`src/hw/timer_page_pkg.sv`:
```
/*
 register map, field layout and reset values of the timer reload,
 timer count, page select and test configuration bank.
 assumes byte-wide registers placed one per 32-bit avalon word.
*/
// Behaviour
// - reload copied into counter only at start
// - reload built from high and low bytes
// - count readable as two read-only bytes
// - page enabled: page field gives A5..A4
// - page disabled: latch gives whole address
// - page bits 6..2 reserved, read zero
// - secure clock source select in bits 5..4
// - bit 3 drives secure clock onto D1 while the parallel host is unused
// - bits 2..0 pick probe bit for output
// - config two: reorder, prbs enables, bus select
// - prbs enable arms, send command starts it
// - reorder maps probe bus D4,D3,D2,D6,D5,D0,D1; code puts bus bits 3,4,0,1,2,6,5 on probe_port 6..0
package timer_page_pkg;
    // ==========================================
    // register indices, byte address = 4 * index
    localparam logic [5:0] idx_reload_high = 6'h2C;
    localparam logic [5:0] idx_reload_low = 6'h2D;
    localparam logic [5:0] idx_count_high = 6'h2E;
    localparam logic [5:0] idx_count_low = 6'h2F;
    localparam logic [5:0] idx_page = 6'h30;
    localparam logic [5:0] idx_test_one = 6'h31;
    localparam logic [5:0] idx_test_two = 6'h32;
    // ==========================================
    // reset values
    localparam logic [7:0] rst_byte = 8'h00;
    // ==========================================
    // field positions
    localparam int page_enable_bit = 7;
    localparam logic [7:0] page_write_mask = 8'h83;
    localparam logic [7:0] test_one_mask = 8'hFF;
    localparam int clk_on_line1_bit = 3;
    localparam int reorder_bit = 7;
    localparam int prbs_nine_enable_bit = 6;
    localparam int prbs_fifteen_enable_bit = 5;
    // ==========================================
    // secure clock sources
    typedef enum logic [1:0] {
        src_off = 2'h0,
        src_osc = 2'h1,
        src_uart = 2'h2,
        src_rf = 2'h3
    } clock_source_t;
    typedef enum logic [1:0] {
        st_idle,
        st_read,
        st_done
    } bus_state_t;
endpackage

```
`src/hw/timer_down_counter.sv`:
```
/*
 16-bit down counter of the timer unit, loaded only at a start event.
 assumes start and tick are single-cycle pulses on clk_sys.
*/
`timescale 1ns/1ps
module timer_down_counter import timer_page_pkg::*; #(
    parameter int width = 16
) (
    // clock and reset
    input wire logic clk_sys,
    input wire logic rstn,
    // control
    input wire logic start,
    input wire logic tick,
    input wire logic [width-1:0] reload_value,
    // state
    output logic [width-1:0] count
);
    logic [width-1:0] next_count;

    always_comb begin
        next_count = count;
        if (start) begin
            next_count = reload_value;
        end else if (tick && count != '0) begin
            next_count = count - 1'b1;
        end
    end

    always_ff @(posedge clk_sys or negedge rstn) begin
        if (!rstn) begin
            count <= '0;
        end else begin
            count <= next_count;
        end
    end
endmodule

```
`src/hw/timer_page_regs.sv`:
```
/*
 timer reload/count registers, page select and test configuration
 bank behind an avalon-mm slave, plus the pin-side address forming.
 assumes the host interface delivers its address latch and pins
 already synchronous to clk_sys; the probe bus comes from on-chip logic.
*/
// The Avalon-MM slave port is this design's own decision.
`timescale 1ns/1ps
module timer_page_regs import timer_page_pkg::*; #(
    parameter int count_width = 16
) (
    // clock and reset
    input wire logic clk_sys,
    input wire logic rstn,
    // avalon-mm slave
    input wire logic [7:0] avs_address,
    input wire logic avs_read,
    input wire logic avs_write,
    input wire logic [31:0] avs_writedata,
    output logic [31:0] avs_readdata,
    output logic avs_waitrequest,
    // timer events
    input wire logic timer_start,
    input wire logic timer_tick,
    // host address forming
    input wire logic [5:0] addr_latch,
    input wire logic [3:0] addr_pins,
    input wire logic host_access,
    output logic [5:0] host_reg_addr,
    output logic pins_by_detection,
    // secure clock
    input wire logic clk_osc,
    input wire logic clk_uart,
    input wire logic clk_rf,
    input wire logic parallel_host_used,
    output logic secure_clock,
    output logic line1_out,
    output logic line1_oe,
    // probe bus
    input wire logic [7:0] probe_bus,
    output logic signal_output_pin,
    output logic [6:0] probe_port,
    output logic [4:0] probe_bus_select,
    output logic prbs_nine_enable,
    output logic prbs_fifteen_enable
);
    // ==========================================
    // registers
    logic [7:0] reload_upper_byte, next_reload_upper_byte;
    logic [7:0] reload_lower_byte, next_reload_lower_byte;
    logic [7:0] page_reg, next_page_reg;
    logic [7:0] test_one, next_test_one;
    logic [7:0] test_two, next_test_two;
    logic [31:0] next_readdata;
    bus_state_t state, next_state;
    logic [count_width-1:0] count;
    logic [15:0] reload_value;
    logic [5:0] idx;
    logic page_enable;
    logic [1:0] page_field;
    logic [7:0] rd_byte;

    assign idx = avs_address[7:2];
    assign reload_value = {reload_upper_byte, reload_lower_byte};

    timer_down_counter #(
        .width(count_width)
    ) u_timer_down_counter (
        .clk_sys(clk_sys),
        .rstn(rstn),
        .start(timer_start),
        .tick(timer_tick),
        .reload_value(reload_value),
        .count(count)
    );

    // ==========================================
    // read mux; unmapped indices read zero
    always_comb begin
        rd_byte = 8'h00;
        unique case (idx)
            idx_reload_high: rd_byte = reload_upper_byte;
            idx_reload_low: rd_byte = reload_lower_byte;
            idx_count_high: rd_byte = count[15:8];
            idx_count_low: rd_byte = count[7:0];
            idx_page: rd_byte = page_reg & page_write_mask;
            idx_test_one: rd_byte = test_one;
            idx_test_two: rd_byte = test_two;
            default: rd_byte = 8'h00;
        endcase
    end

    // ==========================================
    // bus slave: writes in one cycle, reads take three (two wait states)
    always_comb begin
        next_state = state;
        next_readdata = avs_readdata;
        next_reload_upper_byte = reload_upper_byte;
        next_reload_lower_byte = reload_lower_byte;
        next_page_reg = page_reg;
        next_test_one = test_one;
        next_test_two = test_two;
        unique case (state)
            st_idle: begin
                if (avs_read) begin
                    next_state = st_read;
                end else if (avs_write) begin
                    // count registers have no write path
                    unique case (idx)
                        idx_reload_high:
                            next_reload_upper_byte = avs_writedata[7:0];
                        idx_reload_low:
                            next_reload_lower_byte = avs_writedata[7:0];
                        idx_page:
                            next_page_reg = avs_writedata[7:0]
                                & page_write_mask;
                        idx_test_one:
                            next_test_one = avs_writedata[7:0]
                                & test_one_mask;
                        idx_test_two:
                            next_test_two = avs_writedata[7:0];
                        default: next_state = st_idle;
                    endcase
                end
            end
            st_read: begin
                next_readdata = {24'h000000, rd_byte};
                next_state = st_done;
            end
            st_done: next_state = st_idle;
        endcase
    end

    always_comb begin
        avs_waitrequest = 1'b0;
        if (avs_read) begin
            avs_waitrequest = (state != st_done);
        end
    end

    always_ff @(posedge clk_sys or negedge rstn) begin
        if (!rstn) begin
            state <= st_idle;
            avs_readdata <= 32'h00000000;
            reload_upper_byte <= rst_byte;
            reload_lower_byte <= rst_byte;
            page_reg <= rst_byte;
            test_one <= rst_byte;
            test_two <= rst_byte;
        end else begin
            state <= next_state;
            avs_readdata <= next_readdata;
            reload_upper_byte <= next_reload_upper_byte;
            reload_lower_byte <= next_reload_lower_byte;
            page_reg <= next_page_reg;
            test_one <= next_test_one;
            test_two <= next_test_two;
        end
    end

    // ==========================================
    // host address forming; page is registered, so a page write
    // only steers accesses after it
    assign page_enable = page_reg[page_enable_bit];
    assign page_field = page_reg[1:0];
    logic [5:0] next_host_reg_addr;
    logic next_pins_by_detection;
    always_comb begin
        next_host_reg_addr = host_reg_addr;
        next_pins_by_detection = pins_by_detection;
        if (host_access) begin
            if (page_enable) begin
                next_host_reg_addr = {page_field, addr_pins};
                next_pins_by_detection = 1'b0;
            end else begin
                next_host_reg_addr = addr_latch;
                next_pins_by_detection = 1'b1;
            end
        end
    end
    always_ff @(posedge clk_sys or negedge rstn) begin
        if (!rstn) begin
            host_reg_addr <= 6'h00;
            pins_by_detection <= 1'b1;
        end else begin
            host_reg_addr <= next_host_reg_addr;
            pins_by_detection <= next_pins_by_detection;
        end
    end

    // ==========================================
    // secure clock source; a plain mux, glitches at switch-over
    // are tolerated as the source changes only under software control
    clock_source_t src;
    assign src = clock_source_t'(test_one[5:4]);
    always_comb begin
        unique case (src)
            src_off: secure_clock = 1'b0;
            src_osc: secure_clock = clk_osc;
            src_uart: secure_clock = clk_uart;
            src_rf: secure_clock = clk_rf;
        endcase
    end
    // line1 drive is gated off here while the parallel bus is used
    assign line1_oe = test_one[clk_on_line1_bit] & ~parallel_host_used;
    assign line1_out = line1_oe & secure_clock;

    // ==========================================
    // probe outputs
    logic next_sig;
    logic [6:0] next_probe_port;
    always_comb begin
        next_sig = probe_bus[test_one[2:0]];
        if (test_two[reorder_bit]) begin
            // port line k carries bus bit listed at position k
            next_probe_port = {probe_bus[3], probe_bus[4], probe_bus[0],
                probe_bus[1], probe_bus[2], probe_bus[6],
                probe_bus[5]};
        end else begin
            next_probe_port = probe_bus[6:0];
        end
    end
    always_ff @(posedge clk_sys or negedge rstn) begin
        if (!rstn) begin
            signal_output_pin <= 1'b0;
            probe_port <= 7'h00;
        end else begin
            signal_output_pin <= next_sig;
            probe_port <= next_probe_port;
        end
    end
    // enables only arm the generator; the send command starts it
    assign prbs_nine_enable = test_two[prbs_nine_enable_bit];
    assign prbs_fifteen_enable = test_two[prbs_fifteen_enable_bit];
    assign probe_bus_select = test_two[4:0];
endmodule

```
`config.mk`:
```
export PLATFORM = sky130hd
export DESIGN_NAME = timer_page_regs
export DESIGN_NICKNAME = d
export VERILOG_FILES = /design/src/hw/timer_page_pkg.sv /design/src/hw/timer_down_counter.sv /design/src/hw/timer_page_regs.sv
export SDC_FILE = /design/constraint.sdc
export NUM_CORES = 1
export LEC_CHECK = 0
export BUFFER_PORTS_ARGS = -buffer_cell sky130_fd_sc_hd__buf_2
export CORE_MARGIN = 8
export CORE_UTILIZATION = 47
export DETAILED_ROUTE_END_ITERATION = 12
export PLACE_DENSITY = 0.76
export SLEW_MARGIN = 20
export SYNTH_ARGS = -nofsm -noshare
export SYNTH_HDL_FRONTEND = slang
export SYNTH_HIERARCHICAL = 1
export SYNTH_SLANG_ARGS = --single-unit
export TNS_END_PERCENT = 50
```
`constraint.sdc`:
```
create_clock -name clk_sys -period 1.9 [get_ports clk_sys]
set_input_delay 0.57 -clock clk_sys [delete_from_list [all_inputs] [get_ports clk_sys]]
set_output_delay 0.57 -clock clk_sys [all_outputs]
set_load 0.05 [all_outputs]
```
==> flow_summary.json, run 1 <==
{
  "async_flop_share": 1.000,
  "synth.top_cell.area_share": 0.4455,
  "synth-compound-area-share": 0.09445,
  "hold_buffers": 0,
  "setup_violations": 2,
  "grtUsageTotal": 0.1685,
  "cts_tree": "yes",
  "critPathCaptureType": "output pin",
  "synth-simple-area-share": 0.1559,
  "min_period_ns": 2.034,
  "layout-drive-gt1-share": 0.4309,
  "io_pins": 127,
  "synth_mux_area_frac": 0.1978,
  "synth_edf_count": 0,
  "drt-total-wl_microns": 10380,
  "hp-class": "primary input to asynchronous set/reset pin",
  "synth_flop_cell": "dfrtp_1",
  "syn2layout_area_growth_pct": 20.58,
  "synthTopCellsByCount": "75 x dfrtp_1, 48 x mux2_2, 30 x buf_4, 22 x nor2_1, 18 x mux2i_1",
  "grt_first_pass_wirelength_microns": 17290,
  "vias_per_cell": 5.540,
  "finalMaxSlewViolations": 0,
  "ys_ff_latch": 76,
  "drv_cap": 0,
  "cts.sinks": 76,
  "yosys-top-cells-area": "dfrtp_1 45%, mux2_2 13%, buf_4 5.3%",
  "critPathKind": "flop to output pin",
  "grt_pass1_vias": 3386,
  "yosysTopAreaCell": "dfrtp_1",
  "design.die.area_sq_um": 12250,
  "die_y_microns": 110.7,
  "cts_buffers": 9,
  "worstSetupStartpoint": "test_one[4]",
  "critPathMaxStageDelay_ns": 0.40,
  "synth_top_family_by_area": "multiplexers",
  "path_delay_family": "flip-flops",
  "synthAdderAreaFrac": 0.01485,
  "regToRegSetupSlack_ns": 0.07,
  "clock_tree.buffer_depth": 2,
  "synth_area_sq_um": 4213,
  "postCtsSetupBuffers": 0,
  "drc": 0,
  "multiInputGateArea_sq_um": 2091,
  "clk_pin_slew_ns": 0.09,
  "fin_util": 0.5825,
  "clock_skew_ns": 0.009009,
  "finalCritPeriodShare": 1.070,
  "ir_worst_vdd_v": 0.0003420,
  "clock-root-buffer": "clkbuf_8",
  "yosysUniqueCellTypes": 59,
  "drt_first_pass_iters": 5,
  "synth_xor_area_frac": 0,
  "r2r_cells": 7,
  "routedWlPerCell_microns": 17.51,
  "cp_max_fo": 2,
  "rr_endpoint": "u_timer_down_counter/count[2]",
  "start_util": 0.4831,
  "crit_chain": "mux2_4, nand2_4, o21ai_4, and2_4, buf_6",
  "port-buffer-count": 76,
  "syn_area_per_cell_sq_um": 11.29,
  "largest_register_ff_count": 16,
  "fin_nets": 554,
  "clock_latency_ns": 0.35,
  "crit_path_top_delay_cell": "dfrtp_1",
  "status": "finished with violations",
  "n_antenna_cell": 0,
  "cp_data_arrival_time_ns": 1.46,
  "die_x_microns": 110.7,
  "fin_setup_tns_ns": -0.1988,
  "rsz0062_at_grt": "yes",
  "violations": "setup timing",
  "crit_buf_inv": 1,
  "setup_slack_ns": -0.1336,
  "pre_cts_ws_ns": -0.1001,
  "fmax_ghz": 0.4917,
  "hold_violations": 0,
  "grt_antenna_before_repair": 0,
  "rows": 34,
  "yosys_warnings": 6,
  "grt-ovfl-total": 0,
  "leakage_nw": 2.441,
  "place_congestion": 0.8373,
  "critPathRequiredTime_ns": 1.33,
  "dp_hpwl_microns": 8044,
  "postRouteAntennaNets": 0,
  "synthCells": 373,
  "synth.most_common_cell": "dfrtp_1",
  "grt_max_degree": 52,
  "power_density_nw_per_um2": 813.2,
  "start_kind": "flop",
  "seqCellArea_sq_um": 1903,
  "fillers": 729,
  "core_area_sq_um": 8721,
  "drt_iter0_markers": 162,
  "power_mw": 4.131,
  "seq_area_frac_synth": 0.4517,
  "r2r-start": "u_timer_down_counter/count[0]",
  "ctsHtreeMaxLevel": 3,
  "vias": 3285,
  "regMostFlops": "u_timer_down_counter/count"
}
[power by group]
part,total [mW],switching (mW),internal [mW]
combinational,1.12,0.701,0.420
clock,1.07,0.599,0.472
sequential,1.94,0.167,1.77
total,4.13,1.47,2.66
[what timing repair did]
item | 4_1_cts | 5_1_grt
pin swaps | 0 | 2
endpoints found under the setup margin | 3 | 21
gates resized for setup | 4 | 6
[worst max path at each step]
stage	end	cells after the start	slack [ns]
detailed placement	test_two[0]	6	-0.10
finish	line1_out	5	-0.13
global route	line1_out	5	-0.20
global placement	line1_out	6	-0.08
floorplan	line1_out	3	0.04
CTS	line1_out	5	-0.15
[final cells by class]
cell class,instances,share of cell area
tap,108,0.02660
multi-input combinational,260,0.4116
clock inverter,6,0.007635
timing repair buffer,117,0.1426
inverter,16,0.01182
clock buffer,10,0.02512
sequential,76,0.3746
[metal layers]
| layer | global-route usage | wire length (microns) |
|---|---|---|
| met1 | 0.2009 | 4461 |
| met2 | 0.2850 | 5233 |
| met3 | 0.04870 | 553 |
| met4 | 0.05405 | 133 |
| met5 | 0 | 0 |
[placed cells by master (no fill, tap or decap), types with 3 or more instances in the layout]
master    synthesis  final
nand3_1           8      8
ha_1              5      5
mux2i_1          18     18
nand4_1           3      3
conb_1            1     24
or4_1             6      6
nor2_1           22     22
a222oi_1          3      3
o31ai_1           4      4
or3_1             4      4
buf_2             2     73
buf_4            30     41
nor3_1            9      9
nand2b_1          7      7
nor4_2            5      5
inv_1            16     15
a31oi_1           9      9
dfrtp_1          75     75
a221oi_1          4      4
clkinv_2          0      3
mux4_2            5      5
o22ai_1           4      4
o221ai_1          4      4
nand2_1          13     11
a21oi_1           8      8
clkbuf_8          0      9
mux2_2           48     47
o21ai_0          11     10
o211ai_1          3      3
[worst register-to-register path, stage by stage, from the launching register on]
cell,delay [ns]
dfrtp_1,0.36
inv_1,0.07
ha_1,0.22
nor3b_4,0.17
and4_1,0.23
buf_4,0.16
or4_1,0.46
nand3_1,0.10
[cell families (layout without fill, tap and decap cells)]
group | Yosys count | in the layout
other | 1 | 24
and+or+nand+nor | 102 | 102
DFF | 76 | 76
AOI/OAI and AO/OA | 58 | 58
muxes | 71 | 71
adders and majority gates | 5 | 5
buffers and inverters | 60 | 149
[metrics by stage]
step	area, sq um	hold WS (ns)	instances
CTS	5054	0.1224	593
global route	5080	0.1251	593
global placement	4876	0.4543	577
finish	5080	0.1207	593
detailed placement	4876	0.4567	577
floorplan	4320	0.2744	396
No activity file was read; power rests on OpenSTA's default activity.
==> run 2: changes to the inputs <==
--- a/config.mk
+++ b/config.mk
@@ -6,10 +6,12 @@
 export NUM_CORES = 1
 export LEC_CHECK = 0
 export BUFFER_PORTS_ARGS = -buffer_cell sky130_fd_sc_hd__buf_2
+export CELL_PAD_IN_SITES_DETAIL_PLACEMENT = 1
+export CELL_PAD_IN_SITES_GLOBAL_PLACEMENT = 1
 export CORE_MARGIN = 8
-export CORE_UTILIZATION = 47
+export CORE_UTILIZATION = 36
 export DETAILED_ROUTE_END_ITERATION = 12
-export PLACE_DENSITY = 0.76
+export PLACE_DENSITY = 0.75
 export SLEW_MARGIN = 20
 export SYNTH_ARGS = -nofsm -noshare
 export SYNTH_HDL_FRONTEND = slang
==> run 2 against run 1 <==
The flow still finishes with violations (setup timing). Hold slack better by 0.068 ns. First-iteration DRC count up 19%. Sequential power about the same. Core utilization down 11 points. Cell count up 8.4%. Non-clock buffer count up 15. Sequential share of layout area down 2.5 points. Setup slack worse by 0.0029 ns.
==> flow_summary.json, run 2 (synthesis results as in run 1) <==
{
  "postRouteAntennaNets": 0,
  "dp.cells": 622,
  "routedWlPerCell_microns": 20.85,
  "cp_data_arrival_time_ns": 1.47,
  "die_y_microns": 124.2,
  "maxSlewHeadroom": 0.6299,
  "hold_violations": 0,
  "grt_max_degree": 34,
  "fmax_ghz": 0.4910,
  "drv_cap": 0,
  "port-buffer-count": 76,
  "leakage_nw": 2.591,
  "tightest_slew_ns": 0.5411,
  "cp_max_fo": 2,
  "drt_first_pass_iters": 4,
  "power_density_nw_per_um2": 899.9,
  "grtUsageTotal": 0.1809,
  "grt_antenna_before_repair": 0,
  "status": "finished with violations",
  "rsz0062_at_grt": "yes",
  "drt_iter0_markers": 192,
  "clk_pin_slew_ns": 0.06,
  "fin_nets": 569,
  "fin_cells": 643,
  "layout_commonest_cell": "dfrtp_1",
  "clkPwrFrac": 0.350,
  "vias": 3440,
  "grt-ovfl-total": 0,
  "cts_buffers": 9,
  "die_x_microns": 124.2,
  "layout_common_cells": "75 x dfrtp_1, 72 x buf_2, 51 x buf_4, 47 x mux2_2, 24 x conb_1",
  "regMostFlops": "u_timer_down_counter/count",
  "place_congestion": 0.8186,
  "min_period_ns": 2.037,
  "hold_buffers": 0,
  "regToRegSetupSlack_ns": 0.09,
  "start_util": 0.3689,
  "clock_tree.buffer_depth": 2,
  "ctsHtreeMaxLevel": 3,
  "vias_per_cell": 5.350,
  "violations": "setup timing",
  "design.die.area_sq_um": 15420,
  "setup_violations": 2,
  "rr_endpoint": "u_timer_down_counter/count[4]",
  "r2r-start": "u_timer_down_counter/count[0]",
  "critPathKind": "flop to output pin",
  "combPwrFrac": 0.252,
  "largest_register_ff_count": 16,
  "clock-root-buffer": "clkbuf_16",
  "start_kind": "flop",
  "rows": 39,
  "dp_hpwl_microns": 10100,
  "cts_tree": "yes",
  "finalCritPeriodShare": 1.072,
  "p_switching_mw": 1.627,
  "ir_worst_vdd_v": 0.0003924,
  "fin_setup_tns_ns": -0.2660,
  "r2r_cells": 8,
  "finalMaxSlewViolations": 0,
  "grt_pass1_vias": 3828,
  "clock_latency_ns": 0.33,
  "drt-total-wl_microns": 13410,
  "holdWs_ns": 0.1892,
  "syn2layout_area_growth_pct": 29.14,
  "grt_first_pass_wirelength_microns": 21250,
  "switching_share": 0.3324,
  "io_pins": 127,
  "clock_skew_ns": 0.006863,
  "internal_power_mw": 3.268,
  "critPathCaptureType": "output pin",
  "core_area_sq_um": 11420,
  "layout-drive-gt1-share": 0.4600,
  "setup_slack_ns": -0.1365,
  "critPathRequiredTime_ns": 1.33,
  "hp-class": "primary input to asynchronous set/reset pin",
  "drc": 0,
  "pwr-share-seq": 0.398,
  "n_antenna_cell": 0,
  "cts.sinks": 76
}
[run 2: cell count changes in the layout (fill, tap and decap cells not counted), sizes merged]
cell / delta
clkinv: -1
bufinv: +1
buf: +15
[run 2: cell type report]
type | instances | area (sq um)
tap | 143 | 178.9
clock inverter | 6 | 63.81
multi-input combinational | 260 | 2127
timing repair buffer | 132 | 878.3
clock buffer | 10 | 229.0
inverter | 16 | 60.06
sequential | 76 | 1903
fill | 1308 | 5978
[run 2: worst max-delay path: stages (launching register included)]
cell and delay (ns):
dfrtp_1 0.40, mux2_4 0.32, nand2_4 0.07, o21ai_4 0.05, and2_4 0.14, buf_8 0.14
[run 2: power by group through the flow]
stage	logic, mW	clock network, mW	registers, mW
2_1_floorplan	0.698	0	2.05
3_5_place_dp	1.16	0	1.97
5_1_grt	1.33	1.80	1.97
6_report	1.24	1.71	1.95
3_3_place_gp	1.11	0	1.96
4_1_cts	1.19	1.73	1.95
[run 2: layer usage]
metal / global-route usage / wire length, microns
met5: 0 / 0
met4: 0.07881 / 285
met3: 0.02856 / 672
met2: 0.2922 / 6707
met1: 0.2357 / 5741
[run 2: worst max path at each step]
stage	startpoint	end	slack, ns
2_1_floorplan	clk_osc	line1_out	0.04
3_3_place_gp	avs_address[3]	avs_readdata[6]	-0.10
3_5_place_dp	avs_address[5]	avs_readdata[4]	-0.18
4_1_cts	test_one[4]	line1_out	-0.14
5_1_grt	test_one[4]	line1_out	-0.17
6_report	test_one[4]	line1_out	-0.14
[run 2: repair_timing]
action,CTS,global route
pin swaps,0,5
hold endpoints to repair,0,0
resized for setup,7,22
endpoints found under the setup margin,8,35
buffers inserted,2,3
[run 2: metrics by stage]
stage	power [mW]	setup WS, ns	utilization	area (sq um)
2_1_floorplan	2.744	0.03737	-	4320
3_3_place_gp	3.068	-0.1005	0.4385	5007
3_5_place_dp	3.127	-0.1797	0.4385	5007
4_1_cts	4.870	-0.1415	0.4676	5339
5_1_grt	5.101	-0.1720	0.4764	5440
6_report	4.895	-0.1365	0.4764	5440
==> run 3: changes to the inputs <==
--- a/config.mk
+++ b/config.mk
@@ -9,9 +9,9 @@
 export CELL_PAD_IN_SITES_DETAIL_PLACEMENT = 1
 export CELL_PAD_IN_SITES_GLOBAL_PLACEMENT = 1
 export CORE_MARGIN = 8
-export CORE_UTILIZATION = 36
+export CORE_UTILIZATION = 35
 export DETAILED_ROUTE_END_ITERATION = 12
-export PLACE_DENSITY = 0.75
+export PLACE_DENSITY = 0.74
 export SLEW_MARGIN = 20
 export SYNTH_ARGS = -nofsm -noshare
 export SYNTH_HDL_FRONTEND = slang
==> run 3 against run 2 <==
The flow still finishes with violations (setup timing). Setup slack improved by 0.0034 ns. First-iteration DRC count decreased by 13%. Register-to-register slack about the same. Sequential share of layout area increased by 0.27 points. Wire length increased by 2.2%. Design area decreased by 0.76%. Critical endpoint unchanged.
==> flow_summary.json, run 3 (synthesis results as in run 1) <==
{
  "holdWs_ns": 0.1422,
  "drt-total-wl_microns": 13700,
  "multiInputGateArea_sq_um": 2128,
  "postRouteAntennaNets": 0,
  "cp_data_arrival_time_ns": 1.46,
  "clock_skew_ns": 0.005372,
  "clock_latency_ns": 0.34,
  "hp-class": "primary input to asynchronous set/reset pin",
  "drv_cap": 0,
  "drt_iter0_markers": 168,
  "layout-drive-gt1-share": 0.4440,
  "port-buffer-count": 76,
  "combPwrFrac": 0.236,
  "clk_pin_slew_ns": 0.06,
  "layout_common_cells": "75 x dfrtp_1, 73 x buf_2, 47 x mux2_2, 44 x buf_4, 24 x conb_1",
  "start_kind": "flop",
  "seqCellArea_sq_um": 1903,
  "r2r_cells": 7,
  "layout_commonest_cell": "dfrtp_1",
  "largest_register_ff_count": 16,
  "syn2layout_area_growth_pct": 28.16,
  "vias": 3522,
  "p_switching_mw": 1.634,
  "io_pins": 127,
  "design.die.area_sq_um": 15800,
  "cts.sinks": 76,
  "cts_buffers": 9,
  "grt_first_pass_wirelength_microns": 21460,
  "setup_slack_ns": -0.1331,
  "clock_tree.buffer_depth": 2,
  "hold_buffers": 0,
  "rows": 40,
  "switching_share": 0.3232,
  "leakage_nw": 2.554,
  "routedWlPerCell_microns": 21.44,
  "min_period_ns": 2.033,
  "vias_per_cell": 5.512,
  "fillers": 1309,
  "die_x_microns": 125.7,
  "finalMaxSlewViolations": 0,
  "met3WireLength_microns": 769,
  "core_area_sq_um": 11860,
  "hold_violations": 0,
  "dp.cells": 619,
  "dp_hpwl_microns": 9836,
  "drt_first_pass_iters": 5,
  "fin_cells": 639,
  "grt-ovfl-total": 0,
  "die_y_microns": 125.7,
  "top_layer_used": "met4",
  "rsz0062_at_grt": "yes",
  "place_area_sq_um": 4960,
  "grt_max_degree": 47,
  "grtUsageTotal": 0.1718,
  "tightest_slew_ns": 0.5787,
  "internal_power_mw": 3.421,
  "regMostFlops": "u_timer_down_counter/count",
  "maxSlewHeadroom": 0.6042,
  "ctsHtreeMaxLevel": 3,
  "grt_antenna_before_repair": 1,
  "grt_pass1_vias": 3831,
  "ir_worst_vdd_v": 0.0005695,
  "place_congestion": 0.8406,
  "start_util": 0.3552,
  "design_area_sq_um": 5399,
  "power_density_nw_per_um2": 936.3,
  "pwr-share-seq": 0.391,
  "fin_util": 0.4552,
  "drc": 0,
  "fin_nets": 560,
  "clock-root-buffer": "clkbuf_16",
  "power_mw": 5.055,
  "routedLengthMet1_microns": 5737,
  "critPathKind": "flop to output pin",
  "status": "finished with violations",
  "critPathCaptureType": "output pin",
  "critPathRequiredTime_ns": 1.33,
  "setup_violations": 2,
  "finalCritPeriodShare": 1.070,
  "violations": "setup timing",
  "clkPwrFrac": 0.373,
  "cp_max_fo": 2,
  "fmax_ghz": 0.4919,
  "cts_tree": "yes",
  "wl_met2_microns": 6955
}
[run 3: area by class of cell]
cell class | count | area share
clock inverters | 5 | 0.01576
clock buffers | 11 | 0.04496
multi-input cells | 260 | 0.3942
repair buffers | 123 | 0.1469
inverters | 16 | 0.01112
diodes | 1 | 0.0004635
flip-flops and latches | 76 | 0.3525
well taps | 147 | 0.03407
[run 3: metal layers]
metal  vias to the layer above  GRT usage
li1                       1560          -
met1                      1822     0.2047
met2                       122     0.2921
met3                        18    0.04810
met4                         0    0.05731
met5                         -          0
[run 3: power by group through the flow]
stage | Clock (mW) | Sequential, mW | Combinational, mW
6_report | 1.89 | 1.97 | 1.19
5_1_grt | 2.00 | 1.99 | 1.27
4_1_cts | 1.92 | 1.96 | 1.14
3_5_place_dp | 0 | 1.98 | 1.12
3_3_place_gp | 0 | 1.97 | 1.08
2_1_floorplan | 0 | 2.05 | 0.698
[run 3: through the flow]
step	worst slack, ns	TNS [ns]
2_1_floorplan	0.03737	0
5_1_grt	-0.1778	-0.2800
6_report	-0.1331	-0.1938
4_1_cts	-0.1480	-0.2323
3_3_place_gp	-0.1619	-2.512
3_5_place_dp	-0.1906	-3.319
[run 3: what timing repair did]
action / in CTS / in global routing
setup buffers: 0 / 3
setup endpoints to repair: 5 / 25
resized for setup: 7 / 13
pin swaps: 0 / 2
hold endpoints to repair: 0 / 0
[run 3: critical path: stages (launching register included)]
cell	delay (ns)
dfrtp_1	0.39
mux2_4	0.32
nand2_4	0.07
o21ai_4	0.05
and2_4	0.15
buf_8	0.14
[run 3: path summary, 6_finish.rpt]
check / from / end / slack [ns]
setup / recovery: test_one[4] / line1_out / -0.13
hold / removal: rstn / test_two[5] / 0.14
setup reg to reg: u_timer_down_counter/count[0] / u_timer_down_counter/count[10] / 0.08
hold reg to reg: pins_by_detection / pins_by_detection / 0.48
max in group asynchronous: rstn / test_one[1] / 1.20
min in group clk_sys: probe_bus[2] / probe_port[2] / 0.35
